## config.mk

```make
export PLATFORM = sky130hd
export DESIGN_NAME = main_clock_select_prescale
export DESIGN_NICKNAME = d
export VERILOG_FILES = /design/src/inc/clock_select_pkg.sv /design/src/rtl/prescale_divider.sv /design/src/rtl/auto_trim_engine.sv /design/src/rtl/main_clock_select_prescale.sv
export VERILOG_INCLUDE_DIRS = /design/src /design/src/inc
export SDC_FILE = /design/constraint.sdc
export NUM_CORES = 1
export LEC_CHECK = 0
export BUFFER_PORTS_ARGS = -buffer_cell sky130_fd_sc_hd__buf_2
export CORE_AREA = 2 2 123 125
export CTS_CLUSTER_SIZE = 25
export DETAILED_ROUTE_END_ITERATION = 8
export DIE_AREA = 0 0 125 127
export GPL_TIMING_DRIVEN = 0
export PLACE_DENSITY_LB_ADDON = 0.2
export SYNTH_ARGS = -nofsm -noshare
export SYNTH_HDL_FRONTEND = slang
export SYNTH_SLANG_ARGS = --single-unit
```

## constraint.sdc

```tcl
create_clock -name clock -period 4.6 [get_ports clock]
set_input_delay 0.69 -clock clock [delete_from_list [all_inputs] [get_ports clock]]
set_output_delay 0.69 -clock clock [all_outputs]
set_load 0.01 [all_outputs]
```

## src/inc/clock_select_map.svh

```systemverilog
// Register offsets, field positions, reset values and timing counts of the clock selector.
// Assumes a byte-wide register port where byte address is four times the register index.
//
// Function
// - Output enable drives peripheral clock onto pin.
// - Select field picks fast, slow, crystal, external.
// - Ratio codes 0-5 divide by 2..64.
// - Ratio codes 8-C divide by 6..48.
// - Prescaler off: peripheral clock undivided, pin at half main rate.
// - Ratio writes at run time take effect.
// - Lock freezes select, prescaler, main calibration.
// - Lock stays set until hardware reset.
// - Stable flags only for requested sources.
// - Status bits hold five source stable flags.
// - Switching flag set until new source stable.
// - Standby-running fast oscillator gates open after two.
// - Frequency field codes select 1 to 24 MHz.
// - Auto-tune uses crystal, crystal must run.
// - Protected writes need unlock key within four.
// - Trim is sign-extended, frozen during auto-tune.
// - Auto-tune corrects errors, pauses 64 ms when tuned.
`ifndef CLOCK_SELECT_MAP_SVH
`define CLOCK_SELECT_MAP_SVH

// ----------------------------------------------------------------
// Register indices
// ----------------------------------------------------------------
`define IDX_SOURCE_CONTROL 4'h0
`define IDX_DIVIDER_CTRL 4'h1
`define IDX_SETTING_LOCK 4'h2
`define IDX_SOURCE_STATUS 4'h3
`define IDX_FAST_OSC_CONTROL 4'h8
`define IDX_FAST_OSC_TRIM 4'h9

// ----------------------------------------------------------------
// Field positions and reset values
// ----------------------------------------------------------------
`define POS_PIN_OUTPUT 7
`define POS_PRESCALE_ON 0
`define POS_RATIO_LSB 1
`define POS_KEEP_RUNNING 7
`define POS_FREQ_LSB 2
`define POS_AUTO_TRIM 0
`define POS_TRIM_SIGN 5
`define RST_SOURCE_CONTROL 8'h00
`define RST_DIVIDER_CTRL 8'h00
`define RST_FAST_OSC_CONTROL 8'h0c
`define RST_FAST_OSC_TRIM 8'h00

// ----------------------------------------------------------------
// Timing
// ----------------------------------------------------------------
`define CLOCK_HZ 50000000
`define UNLOCK_WINDOW_CYCLES 3'h4
`define GATE_OPEN_CYCLES 2'h2
`define TUNE_PAUSE_MS 64
`define TUNE_PAUSE_CYCLES (`TUNE_PAUSE_MS * (`CLOCK_HZ / 1000))
`define TUNE_COUNT_LOW 10'h3d0
`define TUNE_COUNT_HIGH 10'h3d1

`endif

```

## src/inc/clock_select_pkg.sv

```systemverilog
// Types shared by the clock selector modules.
// Assumes the constants of clock_select_map.svh are included where needed.
`default_nettype none
package clock_select_pkg;
    typedef enum logic [1:0] {
        SRC_FAST = 2'h0,
        SRC_SLOW = 2'h1,
        SRC_CRYSTAL = 2'h2,
        SRC_EXTERNAL = 2'h3
    } source_t;

    typedef enum logic [1:0] {
        SW_IDLE = 2'b01,
        SW_PENDING = 2'b10
    } switch_state_t;

    typedef enum logic [1:0] {
        TUNE_MEASURE = 2'b01,
        TUNE_PAUSE = 2'b10
    } tune_state_t;
endpackage
`default_nettype wire

```

## src/rtl/prescale_divider.sv

```systemverilog
// Peripheral clock divider: one-cycle enable per period and a square wave for the pin.
// Assumes the division count is stable or changes only between register writes.
`default_nettype none
module prescale_divider #(
    parameter int WIDTH = 7
) (
    input wire logic clock,
    input wire logic rst,
    input wire logic [WIDTH-1:0] ratio,
    output logic tick,
    output logic wave
);
    logic [WIDTH-1:0] count;
    logic [WIDTH-1:0] half;
    logic wrap;

    assign wrap = (count >= ratio - 1'b1);
    assign half = ratio >> 1;

    // A count already past a shortened ratio restarts at once, so the new rate follows the write.
    always_ff @(posedge clock or posedge rst) begin
        if (rst) begin
            count <= '0;
        end else begin
            count <= wrap ? '0 : count + 1'b1;
        end
    end

    // Undivided, the pin can only toggle, so it shows half the main rate.
    always_ff @(posedge clock or posedge rst) begin
        if (rst) begin
            tick <= 1'b0;
            wave <= 1'b0;
        end else begin
            tick <= wrap;
            wave <= (ratio == 7'h01) ? ~wave : (count < half);
        end
    end
endmodule
`default_nettype wire

```

## src/rtl/auto_trim_engine.sv

```systemverilog
// Auto-tune loop: counts 1 MHz edges per reference period and steps the trim.
// Assumes edge pulses arrive already synchronised to the clock.
`include "clock_select_map.svh"
`default_nettype none
module auto_trim_engine #(
    parameter int PAUSE_CYCLES = `TUNE_PAUSE_CYCLES
) (
    input wire logic clock,
    input wire logic rst,
    input wire logic enable,
    input wire logic ref_ok,
    input wire logic ref_edge,
    input wire logic osc_edge,
    input wire logic [7:0] start_value,
    output logic [7:0] trim
);
    clock_select_pkg::tune_state_t state;
    logic [9:0] osc_count;
    logic [21:0] pause_count;
    logic too_slow;
    logic too_fast;
    logic [7:0] step_up;
    logic [7:0] step_down;

    assign too_slow = osc_count < `TUNE_COUNT_LOW;
    assign too_fast = osc_count > `TUNE_COUNT_HIGH;
    assign step_up = (trim == 8'h1f) ? trim : trim + 8'h01;
    assign step_down = (trim == 8'he0) ? trim : trim - 8'h01;

    always_ff @(posedge clock or posedge rst) begin
        if (rst) begin
            state <= clock_select_pkg::TUNE_MEASURE;
            osc_count <= '0;
            pause_count <= '0;
            trim <= 8'h00;
        end else if (!enable || !ref_ok) begin
            state <= clock_select_pkg::TUNE_MEASURE;
            osc_count <= '0;
            trim <= start_value;
        end else begin
            unique case (state)
                clock_select_pkg::TUNE_MEASURE: begin
                    if (ref_edge) begin
                        osc_count <= '0;
                        if (too_slow) begin
                            trim <= step_up;
                        end else if (too_fast) begin
                            trim <= step_down;
                        end else begin
                            state <= clock_select_pkg::TUNE_PAUSE;
                            pause_count <= 22'(PAUSE_CYCLES - 1);
                        end
                    end else if (osc_edge && osc_count != 10'h3ff) begin
                        osc_count <= osc_count + 10'h001;
                    end
                end
                clock_select_pkg::TUNE_PAUSE: begin
                    osc_count <= '0;
                    if (pause_count == '0) begin
                        state <= clock_select_pkg::TUNE_MEASURE;
                    end else begin
                        pause_count <= pause_count - 22'h00_0001;
                    end
                end
            endcase
        end
    end
endmodule
`default_nettype wire

```

## src/rtl/main_clock_select_prescale.sv

```systemverilog
// Main clock selector with prescaler, lock, status and fast oscillator control.
// Assumes peripherals and the CPU share this clock; oscillator ready lines are asynchronous.
//
// Implementation choice: the plain strobed port.
`include "clock_select_map.svh"
`default_nettype none
module main_clock_select_prescale #(
    parameter int PAUSE_CYCLES = `TUNE_PAUSE_CYCLES
) (
    input wire logic clock,
    input wire logic rst,
    input wire logic [5:0] address,
    input wire logic [7:0] write_data,
    input wire logic write_strobe,
    input wire logic read_strobe,
    input wire logic unlock_key_written,
    input wire logic [4:0] periph_request,
    input wire logic [4:0] source_ready,
    input wire logic crystal_ref_pin,
    input wire logic fast_osc_1mhz_pin,
    output logic [7:0] read_data,
    output logic periph_clock_pin_output,
    output logic periph_clock_pin_enable,
    output logic peripheral_clock,
    output logic [1:0] main_source,
    output logic [4:0] source_request,
    output logic fast_osc_run,
    output logic [3:0] fast_osc_freq_select,
    output logic [7:0] fast_osc_trim_value
);
    // ----------------------------------------------------------------
    // Pin synchronisers
    // ----------------------------------------------------------------
    logic [6:0] sync_first;
    logic [6:0] sync_second;
    logic [1:0] edge_prev;
    logic [4:0] ready;
    logic ref_edge;
    logic osc_edge;

    always_ff @(posedge clock or posedge rst) begin
        if (rst) begin
            sync_first <= '0;
            sync_second <= '0;
            edge_prev <= '0;
        end else begin
            sync_first <= {fast_osc_1mhz_pin, crystal_ref_pin, source_ready};
            sync_second <= sync_first;
            edge_prev <= sync_second[6:5];
        end
    end

    assign ready = sync_second[4:0];
    assign ref_edge = sync_second[5] & ~edge_prev[0];
    assign osc_edge = sync_second[6] & ~edge_prev[1];

    // ----------------------------------------------------------------
    // Register state
    // ----------------------------------------------------------------
    logic pin_output_on;
    logic [1:0] main_source_select;
    logic prescale_on;
    logic [3:0] prescale_ratio;
    logic freeze_select_regs;
    logic keep_running_in_standby;
    logic [3:0] fast_freq;
    logic auto_trim_enable;
    logic [7:0] trim_reg;
    logic [2:0] unlock_window;
    logic [7:0] engine_trim;
    logic auto_prev;

    // ----------------------------------------------------------------
    // Write decode
    // ----------------------------------------------------------------
    logic [3:0] index;
    logic aligned;
    logic unlocked;
    logic hit_source;
    logic hit_divider;
    logic hit_lock;
    logic hit_fast_ctrl;
    logic hit_trim;
    logic hit_status;
    logic wr_source;
    logic wr_divider;
    logic wr_lock;
    logic wr_fast_ctrl;
    logic wr_trim;
    logic select_reserved;
    logic main_is_fast;

    assign index = address[5:2];
    assign aligned = (address[1:0] == 2'h0);
    assign unlocked = (unlock_window != 3'h0);
    assign hit_source = aligned && index == `IDX_SOURCE_CONTROL;
    assign hit_divider = aligned && index == `IDX_DIVIDER_CTRL;
    assign hit_lock = aligned && index == `IDX_SETTING_LOCK;
    assign hit_fast_ctrl = aligned && index == `IDX_FAST_OSC_CONTROL;
    assign hit_trim = aligned && index == `IDX_FAST_OSC_TRIM;
    assign hit_status = aligned && index == `IDX_SOURCE_STATUS;
    assign main_is_fast = (main_source == clock_select_pkg::SRC_FAST);
    assign select_reserved = (write_data[3:2] != 2'h0);
    // Refused writes fall through these terms and change no setting, though their strobe still closes the unlock window.
    assign wr_source = write_strobe && hit_source && unlocked && !freeze_select_regs;
    assign wr_divider = write_strobe && hit_divider && unlocked && !freeze_select_regs;
    assign wr_lock = write_strobe && hit_lock && unlocked && !freeze_select_regs;
    assign wr_fast_ctrl = write_strobe && hit_fast_ctrl && unlocked;
    assign wr_trim = write_strobe && hit_trim && !auto_trim_enable
        && !(freeze_select_regs && main_is_fast);

    // The key opens a window of four cycles, closed early by any register write.
    always_ff @(posedge clock or posedge rst) begin
        if (rst) begin
            unlock_window <= 3'h0;
        end else if (unlock_key_written) begin
            unlock_window <= `UNLOCK_WINDOW_CYCLES;
        end else if (write_strobe || unlocked) begin
            unlock_window <= write_strobe ? 3'h0 : unlock_window - 3'h1;
        end
    end

    always_ff @(posedge clock or posedge rst) begin
        if (rst) begin
            pin_output_on <= 1'(`RST_SOURCE_CONTROL >> `POS_PIN_OUTPUT);
            main_source_select <= 2'h0;
        end else if (wr_source) begin
            pin_output_on <= write_data[`POS_PIN_OUTPUT];
            if (!select_reserved) begin
                main_source_select <= write_data[1:0];
            end
        end
    end

    always_ff @(posedge clock or posedge rst) begin
        if (rst) begin
            prescale_on <= 1'b0;
            prescale_ratio <= 4'h0;
        end else if (wr_divider) begin
            prescale_on <= write_data[`POS_PRESCALE_ON];
            prescale_ratio <= write_data[`POS_RATIO_LSB +: 4];
        end
    end

    // Only a hardware reset can take the lock down again.
    always_ff @(posedge clock or posedge rst) begin
        if (rst) begin
            freeze_select_regs <= 1'b0;
        end else if (wr_lock && write_data[0]) begin
            freeze_select_regs <= 1'b1;
        end
    end

    always_ff @(posedge clock or posedge rst) begin
        if (rst) begin
            keep_running_in_standby <= 1'b0;
            fast_freq <= 4'h3;
            auto_trim_enable <= 1'b0;
        end else if (wr_fast_ctrl) begin
            keep_running_in_standby <= write_data[`POS_KEEP_RUNNING];
            fast_freq <= write_data[`POS_FREQ_LSB +: 4];
            auto_trim_enable <= write_data[`POS_AUTO_TRIM];
        end
    end

    // The trim register takes the tuned value once auto-tune is switched off.
    always_ff @(posedge clock or posedge rst) begin
        if (rst) begin
            trim_reg <= `RST_FAST_OSC_TRIM;
            auto_prev <= 1'b0;
        end else begin
            auto_prev <= auto_trim_enable;
            if (auto_prev && !auto_trim_enable) begin
                trim_reg <= engine_trim;
            end else if (wr_trim) begin
                trim_reg <= {{3{write_data[`POS_TRIM_SIGN]}}, write_data[4:0]};
            end
        end
    end

    // ----------------------------------------------------------------
    // Requests, gating and stable flags
    // ----------------------------------------------------------------
    logic [4:0] requested;
    logic [4:0] stable;
    logic [1:0] gate_count;
    logic [3:0] pending_onehot;

    assign pending_onehot = 4'h1 << main_source_select;
    // The active source stays requested during a switch so the old clock never stops.
    assign requested[0] = periph_request[0] || main_is_fast || pending_onehot[0];
    assign requested[1] = periph_request[1] || main_source == clock_select_pkg::SRC_SLOW
        || pending_onehot[1];
    assign requested[2] = periph_request[2] || main_source == clock_select_pkg::SRC_CRYSTAL
        || pending_onehot[2] || auto_trim_enable;
    assign requested[3] = periph_request[3] || main_source == clock_select_pkg::SRC_EXTERNAL
        || pending_onehot[3];
    assign requested[4] = periph_request[4];

    always_ff @(posedge clock or posedge rst) begin
        if (rst) begin
            gate_count <= 2'h0;
        end else if (!requested[0]) begin
            gate_count <= 2'h0;
        end else if (ready[0] && gate_count != `GATE_OPEN_CYCLES) begin
            gate_count <= gate_count + 2'h1;
        end
    end

    // A source kept alive only by standby running is not reported as stable.
    assign stable[0] = requested[0] && ready[0] && gate_count == `GATE_OPEN_CYCLES;
    assign stable[4:1] = requested[4:1] & ready[4:1];

    // ----------------------------------------------------------------
    // Source switch
    // ----------------------------------------------------------------
    clock_select_pkg::switch_state_t switch_state;
    logic target_stable;

    assign target_stable = stable[{1'b0, main_source_select}];

    always_ff @(posedge clock or posedge rst) begin
        if (rst) begin
            switch_state <= clock_select_pkg::SW_IDLE;
            main_source <= 2'h0;
        end else begin
            unique case (switch_state)
                clock_select_pkg::SW_IDLE: begin
                    if (main_source_select != main_source) begin
                        switch_state <= clock_select_pkg::SW_PENDING;
                    end
                end
                clock_select_pkg::SW_PENDING: begin
                    if (main_source_select == main_source) begin
                        switch_state <= clock_select_pkg::SW_IDLE;
                    end else if (target_stable) begin
                        main_source <= main_source_select;
                        switch_state <= clock_select_pkg::SW_IDLE;
                    end
                end
            endcase
        end
    end

    // ----------------------------------------------------------------
    // Prescaler
    // ----------------------------------------------------------------
    logic [6:0] ratio_count;
    logic divider_tick;
    logic divider_wave;

    // Reserved ratio codes fall back to a divide by two.
    always_comb begin
        unique case (prescale_ratio)
            4'h0: ratio_count = 7'h02;
            4'h1: ratio_count = 7'h04;
            4'h2: ratio_count = 7'h08;
            4'h3: ratio_count = 7'h10;
            4'h4: ratio_count = 7'h20;
            4'h5: ratio_count = 7'h40;
            4'h8: ratio_count = 7'h06;
            4'h9: ratio_count = 7'h0a;
            4'ha: ratio_count = 7'h0c;
            4'hb: ratio_count = 7'h18;
            4'hc: ratio_count = 7'h30;
            default: ratio_count = 7'h02;
        endcase
        if (!prescale_on) begin
            ratio_count = 7'h01;
        end
    end

    prescale_divider #(
        .WIDTH(7)
    ) divider (
        .clock(clock),
        .rst(rst),
        .ratio(ratio_count),
        .tick(divider_tick),
        .wave(divider_wave)
    );

    always_ff @(posedge clock or posedge rst) begin
        if (rst) begin
            peripheral_clock <= 1'b0;
            periph_clock_pin_output <= 1'b0;
            periph_clock_pin_enable <= 1'b0;
        end else begin
            peripheral_clock <= divider_tick;
            periph_clock_pin_output <= pin_output_on && divider_wave;
            periph_clock_pin_enable <= pin_output_on;
        end
    end

    // ----------------------------------------------------------------
    // Auto-tune and oscillator outputs
    // ----------------------------------------------------------------
    auto_trim_engine #(
        .PAUSE_CYCLES(PAUSE_CYCLES)
    ) tuner (
        .clock(clock),
        .rst(rst),
        .enable(auto_trim_enable),
        .ref_ok(stable[2]),
        .ref_edge(ref_edge),
        .osc_edge(osc_edge),
        .start_value(trim_reg),
        .trim(engine_trim)
    );

    always_ff @(posedge clock or posedge rst) begin
        if (rst) begin
            source_request <= 5'h00;
            fast_osc_run <= 1'b0;
            fast_osc_freq_select <= 4'h3;
            fast_osc_trim_value <= `RST_FAST_OSC_TRIM;
        end else begin
            source_request <= requested;
            fast_osc_run <= requested[0] || keep_running_in_standby;
            fast_osc_freq_select <= fast_freq;
            fast_osc_trim_value <= auto_trim_enable ? engine_trim : trim_reg;
        end
    end

    // ----------------------------------------------------------------
    // Read path
    // ----------------------------------------------------------------
    logic [7:0] read_mux;
    logic switching;

    assign switching = (switch_state == clock_select_pkg::SW_PENDING);
    assign read_mux = hit_source ? {pin_output_on, 5'h00, main_source_select} :
        hit_divider ? {3'h0, prescale_ratio, prescale_on} :
        hit_lock ? {7'h00, freeze_select_regs} :
        hit_status ? {2'h0, stable, switching} :
        hit_fast_ctrl ? {keep_running_in_standby, 1'b0, fast_freq, 1'b0, auto_trim_enable} :
        hit_trim ? trim_reg : 8'h00;

    always_ff @(posedge clock or posedge rst) begin
        if (rst) begin
            read_data <= 8'h00;
        end else begin
            read_data <= read_strobe ? read_mux : 8'h00;
        end
    end
endmodule
`default_nettype wire

```

==> run metrics, run 1 <==
Pleak 3.48 nW; H-tree depth 4; clock power share 38.4%; most frequent cells in the layout dfrtp_1 (123), nand2_1 (62), buf_2 (60); dpl hpwl 10.2 mm; Largest regs tuner.pause_count x22, tuner.osc_count x10; CP endpoint kind flop; layout cells sized above 1 19.8%; met3 Usage GRT 4.90%; # port buffers 59; # diodes 0; CTS tree built; status completed; post-DR vias/cell 5.49; crit-path max cell delay 0.40 ns; crit-path max FO 10; met1 Use GR 24.1%; total negative slack 0 ns; drt first pass iters 5; Tcrit/Tclk final 59.1%; worst slew pin tran 0.783 ns; num rows 44; sequential share of power 41.8%; Mean Syn Cell Area 10.4 um2; Max VDD drop 279 uV; crit path time final 2.72 ns; pin count of the biggest net entering global routing 82; initial DRC count 281; Synth async-reset ratio 100%; DIE WIDTH 125 um; Synth Instances 620; number of flip-flops in the largest register 22; CP arrival 3.01 ns; CTS Buf Count 17; met2 Track Usage GR 31.4%; Reg clk slew, reported paths 0.06 ns; Peak Freq 368 MHz; I/O Pins 62; Logic pwr share 19.8%; Setup CP Type flop to flop; die area 15900 um2; CTS Buffer Depth 2; post-CTS setup buffer count 0; P_int 2.51 mW; DRC viols 0; Synth warnings 0; CTS sink cnt 129; Post-synth EDFFs 0; Slew HR 47.3%; CTS root buffer clkbuf_16; GR Overflow Total 0; final worst clock skew 0.00549 ns; switching share of power 30.1%; overall power 3.59 mW; HP Class input pin to asynchronous set/reset pin; via count 4920; GRT busiest layer met2; Starting Density 44.9%; crit start category flop; CP Cell Sequence clkbuf_1 > nor2b_1 > o21ai_0 > nand4_1 > xnor2_1 > ha_1 > nand2_1 > o21ai_0 > a31o_2 > clkbuf_1 > nor2_1; final hold viol count 0; RSZ-0062 raised after global routing false; Core ar. 14400 um2; Seq/Total Area, Yosys 50.0%; Max stage delay cell, worst path o21ai_0; Final ANT Viol Nets 0; gr usage total 18.7%; max-capacitance violation count 0; first-pass GRT wire length 24.0 mm; Main synth FF type dfrtp_1; commonest non-fill, non-tap cell in the layout dfrtp_1; Synth Cell Area 6470 um2; Die Height 127 um; synth unique cells 72; Setup Viol. Count Final 0; register bit total from synthesis 129; worst skew pair latency 0.42 ns; final instance area 7640 um2; fin nets 757; vias in the first global route 4886; RD Place Congestion 0.879; Synth Net Count 678; placed cell areas 7030 um2; fin. max-slew vios 0; cells resized by post-CTS repair 0; P_sw 1.08 mW; required time worst endpoint 4.89 ns; Post-Route WL 14.2 mm; drt wl/cell 15.8 um; Synth-to-Final Area Change 18.0%; Largest Register tuner.pause_count; Power Dens Cells 470 nW/um2; initial antenna violation count 0; # hold bufs at CTS 0
-- power by group through the flow --
stage	Sequential, mW	Combinational [mW]	Clock (mW)
floorplan	1.49	0.503	0
global placement	1.51	0.688	0
detailed placement	1.52	0.715	0
CTS	1.50	0.721	1.41
global route	1.53	0.805	1.46
finish	1.50	0.712	1.38
-- layout make-up --
cell class / instances / area [um2]
multi-input combinational: 448 / 3070
fill: 1259 / 6780
inverter: 27 / 106
buffer: 16 / 68.8
timing repair buffer: 60 / 323
tap: 184 / 230
clock inverter: 15 / 183
clock buffer: 17 / 425
sequential: 129 / 3240
-- worst paths after layout --
path | slack, ns | endpoint | start | cells past startpoint
max in group asynchronous | 3.54 | fast_freq[0] | rst | 3
min | 0.30 | unlock_window[0] | rst | 2
max | 1.88 | divider.count[3] | prescale_ratio[1] | 11
max reg2reg | 1.88 | divider.count[3] | prescale_ratio[1] | 11
min in group clock | 0.35 | peripheral_clock | divider.tick | 0
min reg2reg | 0.35 | peripheral_clock | divider.tick | 0
-- stage by stage --
step                      utilization (%)  std cells  hold slack (ns)  setup WS [ns]
after floorplan                         -        620            0.331          0.479
after global placement               48.5        863            0.332         -0.923
after detailed placement             48.8        864            0.336           1.92
after CTS                            53.0        896            0.309           1.92
after global routing                 53.0        896            0.333           1.64
final                                53.0        896            0.295           1.88
-- synth_stat cells (all sizes together) (4+ instances only) --
master  number  area, um2
a21oi       26        141
a31oi        4       25.0
a32oi        4       35.0
and2         4       25.0
and3         9       56.3
clkbuf      14       52.6
dfrtp      123       3080
dfstp        6        158
ha          26        325
inv         27        101
mux2        22        248
mux2i       17        170
nand2       62        233
nand2b       7       43.8
nand3       23        115
nand4        4       25.0
nor2        46        175
nor2b       14       87.6
nor3        14       75.1
nor4        12        118
o211ai       5       37.5
o21a         4       30.0
o21ai       48        244
o31ai        4       43.8
or3          6       37.5
or4          7       52.6
xnor2       26        228
xor2         5       43.8
-- routing by layer --
layer / vias to the layer above / share of wire (%)
li1: 2384 / -
met1: 2400 / 45
met2: 119 / 49
met3: 17 / 4.6
met4: 0 / 1.5
met5: - / 0
-- kinds of logic (layout without fill, tap and decap cells) --
family	after synthesis	in the layout	synth area share, %
AND/OR/NAND/NOR	228	228	19.0
flip-flops	129	129	50.0
AO/OA/AOI/OAI	122	122	12.3
buffers and inverters	43	135	2.63
multiplexers	39	39	6.45
XOR/XNOR	31	31	4.19
adder cells (fa/ha/maj)	27	27	5.33
other	1	1	0.0579
-- critical path, delay by kind of cell, from the launching register on --
kind	cells	cell delay, ns
AOI/OAI and AO/OA	3	0.76
buffers and inverters	2	0.49
and+or+nand+nor	4	0.49
DFF	1	0.37
adders and majority gates	1	0.30
xor gates and xnor gates	1	0.17
No activity file was read; power rests on OpenSTA's default activity.
==> run 2: changes to the inputs <==
==> constraint.sdc (replaced) <==
create_clock -name clock -period 2.65 [get_ports clock]
set_input_delay 0.3975 -clock clock [delete_from_list [all_inputs] [get_ports clock]]
set_output_delay 0.3975 -clock clock [all_outputs]
set_load 0.01 [all_outputs]
==> run 2 against run 1 <==
  * First-iteration DRC count up 21%
  * Count of clock-buffer cells in the layout up 2
  * Register-to-register slack worse by 1.7 ns
  * Sequential power up 74%
  * Global-route usage up 0.30 points
  * Hold slack worse by 0.27 ns
  * Largest power group unchanged
==> run metrics, run 2 (synthesized netlist as in run 1, its figures left out) <==
status completed; crit-path max FO 9 (-1); GR Overflow Total 0 (unchanged); Setup CP Type flop to flop; CP Cell Sequence inv_1 > ha_1 > or3b_4 > nor4b_4 > a21oi_2 > a21oi_2 > or4_1 > nand3_1; met3 Usage GRT 4.98% (+0.084 points); Largest Register tuner.pause_count; P_int 4.33 mW (+72%); H-tree depth 4 (unchanged); Power Dens Cells 802 nW/um2 (+71%); CTS Buffer Depth 2 (unchanged); Logic pwr share 20.7% (+0.9 points); CTS root buffer clkbuf_16; final hold viol count 0 (unchanged); RSZ-0062 raised after global routing true; Synth-to-Final Area Change 19.3%; slack of the critical path 0.182 ns (-1.70 ns); layout cells sized above 1 21.0% (+1.2 points); post-DR vias/cell 5.44 (-0.93%); Setup Viol. Count Final 0 (unchanged); initial antenna violation count 0 (unchanged); commonest non-fill, non-tap cell in the layout dfrtp_1; CTS Buf Count 17 (unchanged); required time worst endpoint 2.92 ns (-1.97 ns); I/O Pins 62 (unchanged); crit start category flop; dpl ws -0.0664 ns (-1.99 ns); via count 4885 (-0.71%); clock power share 37.1% (-1.3 points); CP arrival 2.74 ns (-0.27 ns); met1 Use GR 24.6% (+0.47 points); Core ar. 14400 um2 (unchanged); crit path time final 2.47 ns (-0.251 ns); Pleak 3.48 nW (+0.26%); HP Class input pin to asynchronous set/reset pin; Die Height 127 um (unchanged); worst slew pin tran 0.727 ns (-0.0560 ns); Post-Route WL 14.6 mm (+3.3%); drt first pass iters 4 (-1); fin util 53.5% (+0.56 points); drt wl/cell 16.3 um (+3.0%); # diodes 0 (unchanged); overall power 6.20 mW (+72%); dpl hpwl 10.6 mm (+3.8%); DIE WIDTH 125 um (unchanged); final instance area 7720 um2 (+1.1%); Layout Cells excl Fill 898 (+0.22%); CTS sink cnt 129 (unchanged); CP endpoint kind flop; Reg clk slew, reported paths 0.06 ns (about the same); first-pass GRT wire length 24.2 mm (+0.81%); fin. max-slew vios 0 (unchanged); crit-path max cell delay 0.46 ns (+0.06 ns); CTS tree built; number of flip-flops in the largest register 22 (unchanged); total negative slack 0 ns (unchanged); num rows 44 (unchanged); vias in the first global route 4895 (+0.18%); # port buffers 59 (unchanged); Max VDD drop 540 uV (+94%); Slew HR 51.1% (+3.8 points); Starting Density 44.9% (unchanged); initial DRC count 341 (+21%); placed instance count 867 (+0.35%); Hold Slack 0.0294 ns (-0.266 ns); switching share of power 30.2% (about the same); worst skew pair latency 0.42 ns (about the same); Tcrit/Tclk final 93.1% (+34 points); met2 Track Usage GR 31.8% (+0.42 points); GRT busiest layer met2; placed cell areas 7080 um2 (+0.73%); Max stage delay cell, worst path nor4b_4; P_sw 1.87 mW (+73%); sequential share of power 42.2% (+0.4 points); pin count of the biggest net entering global routing 41 (-50%); DRC viols 0 (unchanged); fin nets 759 (+0.26%); Final ANT Viol Nets 0 (unchanged); post-CTS setup buffer count 0 (unchanged); most frequent cells in the layout dfrtp_1 (123), nand2_1 (62), buf_2 (60); Peak Freq 405 MHz (+10%); Largest regs tuner.pause_count x22, tuner.osc_count x10; die area 15900 um2 (unchanged); final worst clock skew 0.00964 ns (+0.00415 ns); Crit path top cell by count a21oi_2; RD Place Congestion 0.882 (+0.33%); gr usage total 19.0% (+0.30 points); max-capacitance violation count 0 (unchanged)
==> run 2: metal layers <==
| metal | routed length [um] | vias up |
|---|---|---|
| met4 | 208 | 0 |
| met1 | 6460 | 2395 |
| met3 | 633 | 20 |
| li1 | - | 2383 |
| met2 | 7310 | 87 |
| met5 | 0 | - |
==> run 2: layout make-up <==
type                       count  area, um2
inverter                      27        108
timing repair buffer          63        375
buffer                        15       66.3
tap                          184        230
sequential                   129       3240
clock buffer                  19        453
multi-input combinational    448       3120
clock inverter                13        138
fill                        1281       6700
==> run 2: critical path: cells and delay by family, from the launching register on <==
| kind | cells | cell delay [ns] |
|---|---|---|
| AO/OA/AOI/OAI | 2 | 0.55 |
| adder cells (fa/ha/maj) | 1 | 0.17 |
| buffers and inverters | 1 | 0.09 |
| flip-flops | 1 | 0.39 |
| AND/OR/NAND/NOR | 4 | 1.12 |
==> run 2: what timing repair did <==
item | 4_1_cts | 5_1_grt
resized for setup | 2 | 9
hold buffers | 0 | 0
endpoints found under the setup margin | 9 | 12
==> run 2: path summary, 6_finish.rpt <==
kind | start | end | slack, ns | cells past startpoint
min | rst | unlock_window[2] | 0.03 | 3
min reg2reg | sync_first[6] | sync_second[6] | 0.35 | 0
min in group clock | crystal_ref_pin | sync_first[5] | 0.09 | 1
max reg2reg | tuner.pause_count[0] | tuner.pause_count[21] | 0.18 | 8
max | tuner.pause_count[0] | tuner.pause_count[21] | 0.18 | 8
max in group asynchronous | rst | switch_state[0] | 1.90 | 5
==> run 2: power groups by stage <==
stage	combinational (mW)	sequential, mW	clock, mW
after global routing	1.46	2.66	2.44
after CTS	1.28	2.60	2.35
final	1.28	2.61	2.30
after detailed placement	1.26	2.63	0
after global placement	1.20	2.62	0
after floorplan	0.874	2.58	0
==> run 3: changes to the inputs <==
--- a/config.mk
+++ b/config.mk
@@ -7,11 +7,11 @@
 export NUM_CORES = 1
 export LEC_CHECK = 0
 export BUFFER_PORTS_ARGS = -buffer_cell sky130_fd_sc_hd__buf_2
-export CORE_AREA = 2 2 123 125
+export CORE_AREA = 2 2 142 109
 export CTS_CLUSTER_SIZE = 25
 export DETAILED_ROUTE_END_ITERATION = 8
-export DIE_AREA = 0 0 125 127
-export GPL_TIMING_DRIVEN = 0
+export DIE_AREA = 0 0 144 111
+export GPL_TIMING_DRIVEN = 1
 export PLACE_DENSITY_LB_ADDON = 0.2
 export SYNTH_ARGS = -nofsm -noshare
 export SYNTH_HDL_FRONTEND = slang
==> run 3 against run 2 <==
  * Via count is 0.12% lower
  * First-iteration DRC count is 20% lower
  * Sequential share of layout area is 0.25 points higher
  * Non-clock buffer count is 1 lower
  * Count of clock-buffer cells in the layout is 2 lower
  * Critical path type unchanged
==> run metrics, run 3 (synthesized netlist as in run 1, its figures left out) <==
via count 4879 (-0.12%); first-pass GRT wire length 24.1 mm (-0.20%); Max VDD drop 463 uV (-14%); Tcrit/Tclk final 91.9% (-1.2 points); status completed; I/O Pins 62 (unchanged); number of flip-flops in the largest register 22 (unchanged); drt wl/cell 15.5 um (-5.0%); worst r2r src tuner.osc_count[7]; DRC viols 0 (unchanged); CP Cell Sequence and4_1 > o21ai_2 > inv_2 > ha_1 > nand3_1 > o2111ai_1 > a21oi_1 > nor4b_1 > xnor2_1 > o21ai_1; Starting Density 43.8% (-1.1 points); H-tree depth 4 (unchanged); Hold Slack 0.0741 ns (+0.0448 ns); CTS Buf Count 17 (unchanged); worst skew pair latency 0.42 ns (about the same); num rows 39 (-11%); initial DRC count 272 (-20%); Hold Path Depth 1; Die Height 111 um (-13%); layout cells sized above 1 21.7% (+0.73 points); fillcell total 1311 (+2.3%); # diodes 0 (unchanged); gr usage total 19.4% (+0.38 points); most frequent cells in the layout dfrtp_1 (123), nand2_1 (62), buf_2 (60); slack of the critical path 0.214 ns (+0.0321 ns); Slew HR 60.5% (+9.4 points); Post-Route WL 14.2 mm (-2.9%); Synth-to-Final Area Change 18.6%; total negative slack 0 ns (unchanged); FF-to-FF End tuner.trim[7]; CTS Buffer Depth 2 (unchanged); fin. max-slew vios 0 (unchanged); Core ar. 14800 um2 (+2.5%); worst slew pin tran 0.586 ns (-0.141 ns); Hold EP sync_first[1]; HP Class input pin to flop; dpl hpwl 10.5 mm (-1.4%); final instance area 7680 um2 (-0.60%); R2R depth 10 (+2); # port buffers 60 (+1.7%); R2R setup slack 0.21 ns (+0.03 ns); Reg clk slew, reported paths 0.06 ns (about the same); pin count of the biggest net entering global routing 50 (+22%); GR Overflow Total 0 (unchanged); Largest Register tuner.pause_count; overall power 6.07 mW (-2.0%); fin util 51.9% (-1.6 points); die area 16000 um2 (+0.69%); placed instance count 885 (+2.1%); delay-heaviest family, CP simple AND/OR/NAND/NOR gates; drt first pass iters 4 (unchanged); CP endpoint kind flop; Final ANT Viol Nets 0 (unchanged); crit path time final 2.44 ns (-0.0321 ns); hold wc startpoint source_ready[1]; required time worst endpoint 2.96 ns (+0.04 ns); placed cell areas 7100 um2 (+0.21%); commonest non-fill, non-tap cell in the layout dfrtp_1; Power Dens Cells 791 nW/um2 (-1.4%); CTS tree built; Pleak 3.51 nW (+0.69%); crit-path max FO 9 (unchanged); post-DR vias/cell 5.31 (-2.3%); CTS sink cnt 129 (unchanged); Setup CP Type flop to flop; final worst clock skew 0.00846 ns (-0.00118 ns); dpl ws 0.198 ns (+0.265 ns); DIE WIDTH 144 um (+15%); RSZ-0062 raised after global routing false; Crit path buffers/inverters 1 (unchanged); max-capacitance violation count 0 (unchanged); crit start category flop; Largest regs tuner.pause_count x22, tuner.osc_count x10; Layout Cells excl Fill 918 (+2.2%); Max stage delay cell, worst path dfrtp_1; vias in the first global route 4737 (-3.2%); final hold viol count 0 (unchanged); CP arrival 2.75 ns (about the same); Peak Freq 410 MHz (+1.3%); CTS root buffer clkbuf_16; fin nets 758 (-0.13%); crit-path max cell delay 0.41 ns (-0.05 ns); Setup Viol. Count Final 0 (unchanged); initial antenna violation count 0 (unchanged); RD Place Congestion 0.834 (-5.5%)
[run 3: cell types whose count changed in the layout (fill, tap and decap cells not counted), sizes merged]
| cell | delta |
|---|---|
| clkbuf | -15 |
| buf | +11 |
| inv | +10 |
| clkinv | -3 |
| clkinvlp | -3 |
| bufinv | -2 |
| dlygate4sd3 | +1 |
[run 3: how the worst max path moves through the flow]
stage                             from          endpoint  slack (ns)  cells after the start
floorplan           tuner.osc_count[7]     tuner.trim[7]        0.36                     10
global placement    tuner.osc_count[6]     tuner.trim[7]        0.26                     10
detailed placement   prescale_ratio[0]  divider.count[6]        0.20                     10
CTS                 tuner.osc_count[6]     tuner.trim[7]        0.20                     10
global route         prescale_ratio[0]  divider.count[3]        0.02                     10
finish              tuner.osc_count[7]     tuner.trim[7]        0.21                     10
[run 3: per-layer routing]
metal  vias to the layer above  GRT usage, %  share of wire, %
li1                       2387             -                 -
met1                      2374          29.8                52
met2                       106          26.8                42
met3                        12          4.75               4.6
met4                         0          6.41               1.1
met5                         -             0                 0
[run 3: power breakdown]
part | total [mW] | internal [mW] | switching (mW)
Combinational | 1.22 | 0.565 | 0.654
Clock | 2.22 | 1.24 | 0.980
Sequential | 2.63 | 2.31 | 0.321
Total | 6.07 | 4.12 | 1.96
[run 3: repair_timing]
action	in CTS	in global routing
endpoints found under the hold margin	12	0
hold buffers	1	0
setup buffers	0	0
resized for setup	0	0
[run 3: cell type report]
cell class | instances | area [um2] | area share [%]
Clock buffer | 17 | 425 | 5.54
Sequential cell | 129 | 3240 | 42.2
Multi-Input combinational cell | 448 | 3070 | 40.0
Clock inverter | 15 | 141 | 1.84
Inverter | 27 | 105 | 1.37
Timing Repair Buffer | 77 | 443 | 5.77
Tap cell | 205 | 256 | 3.34
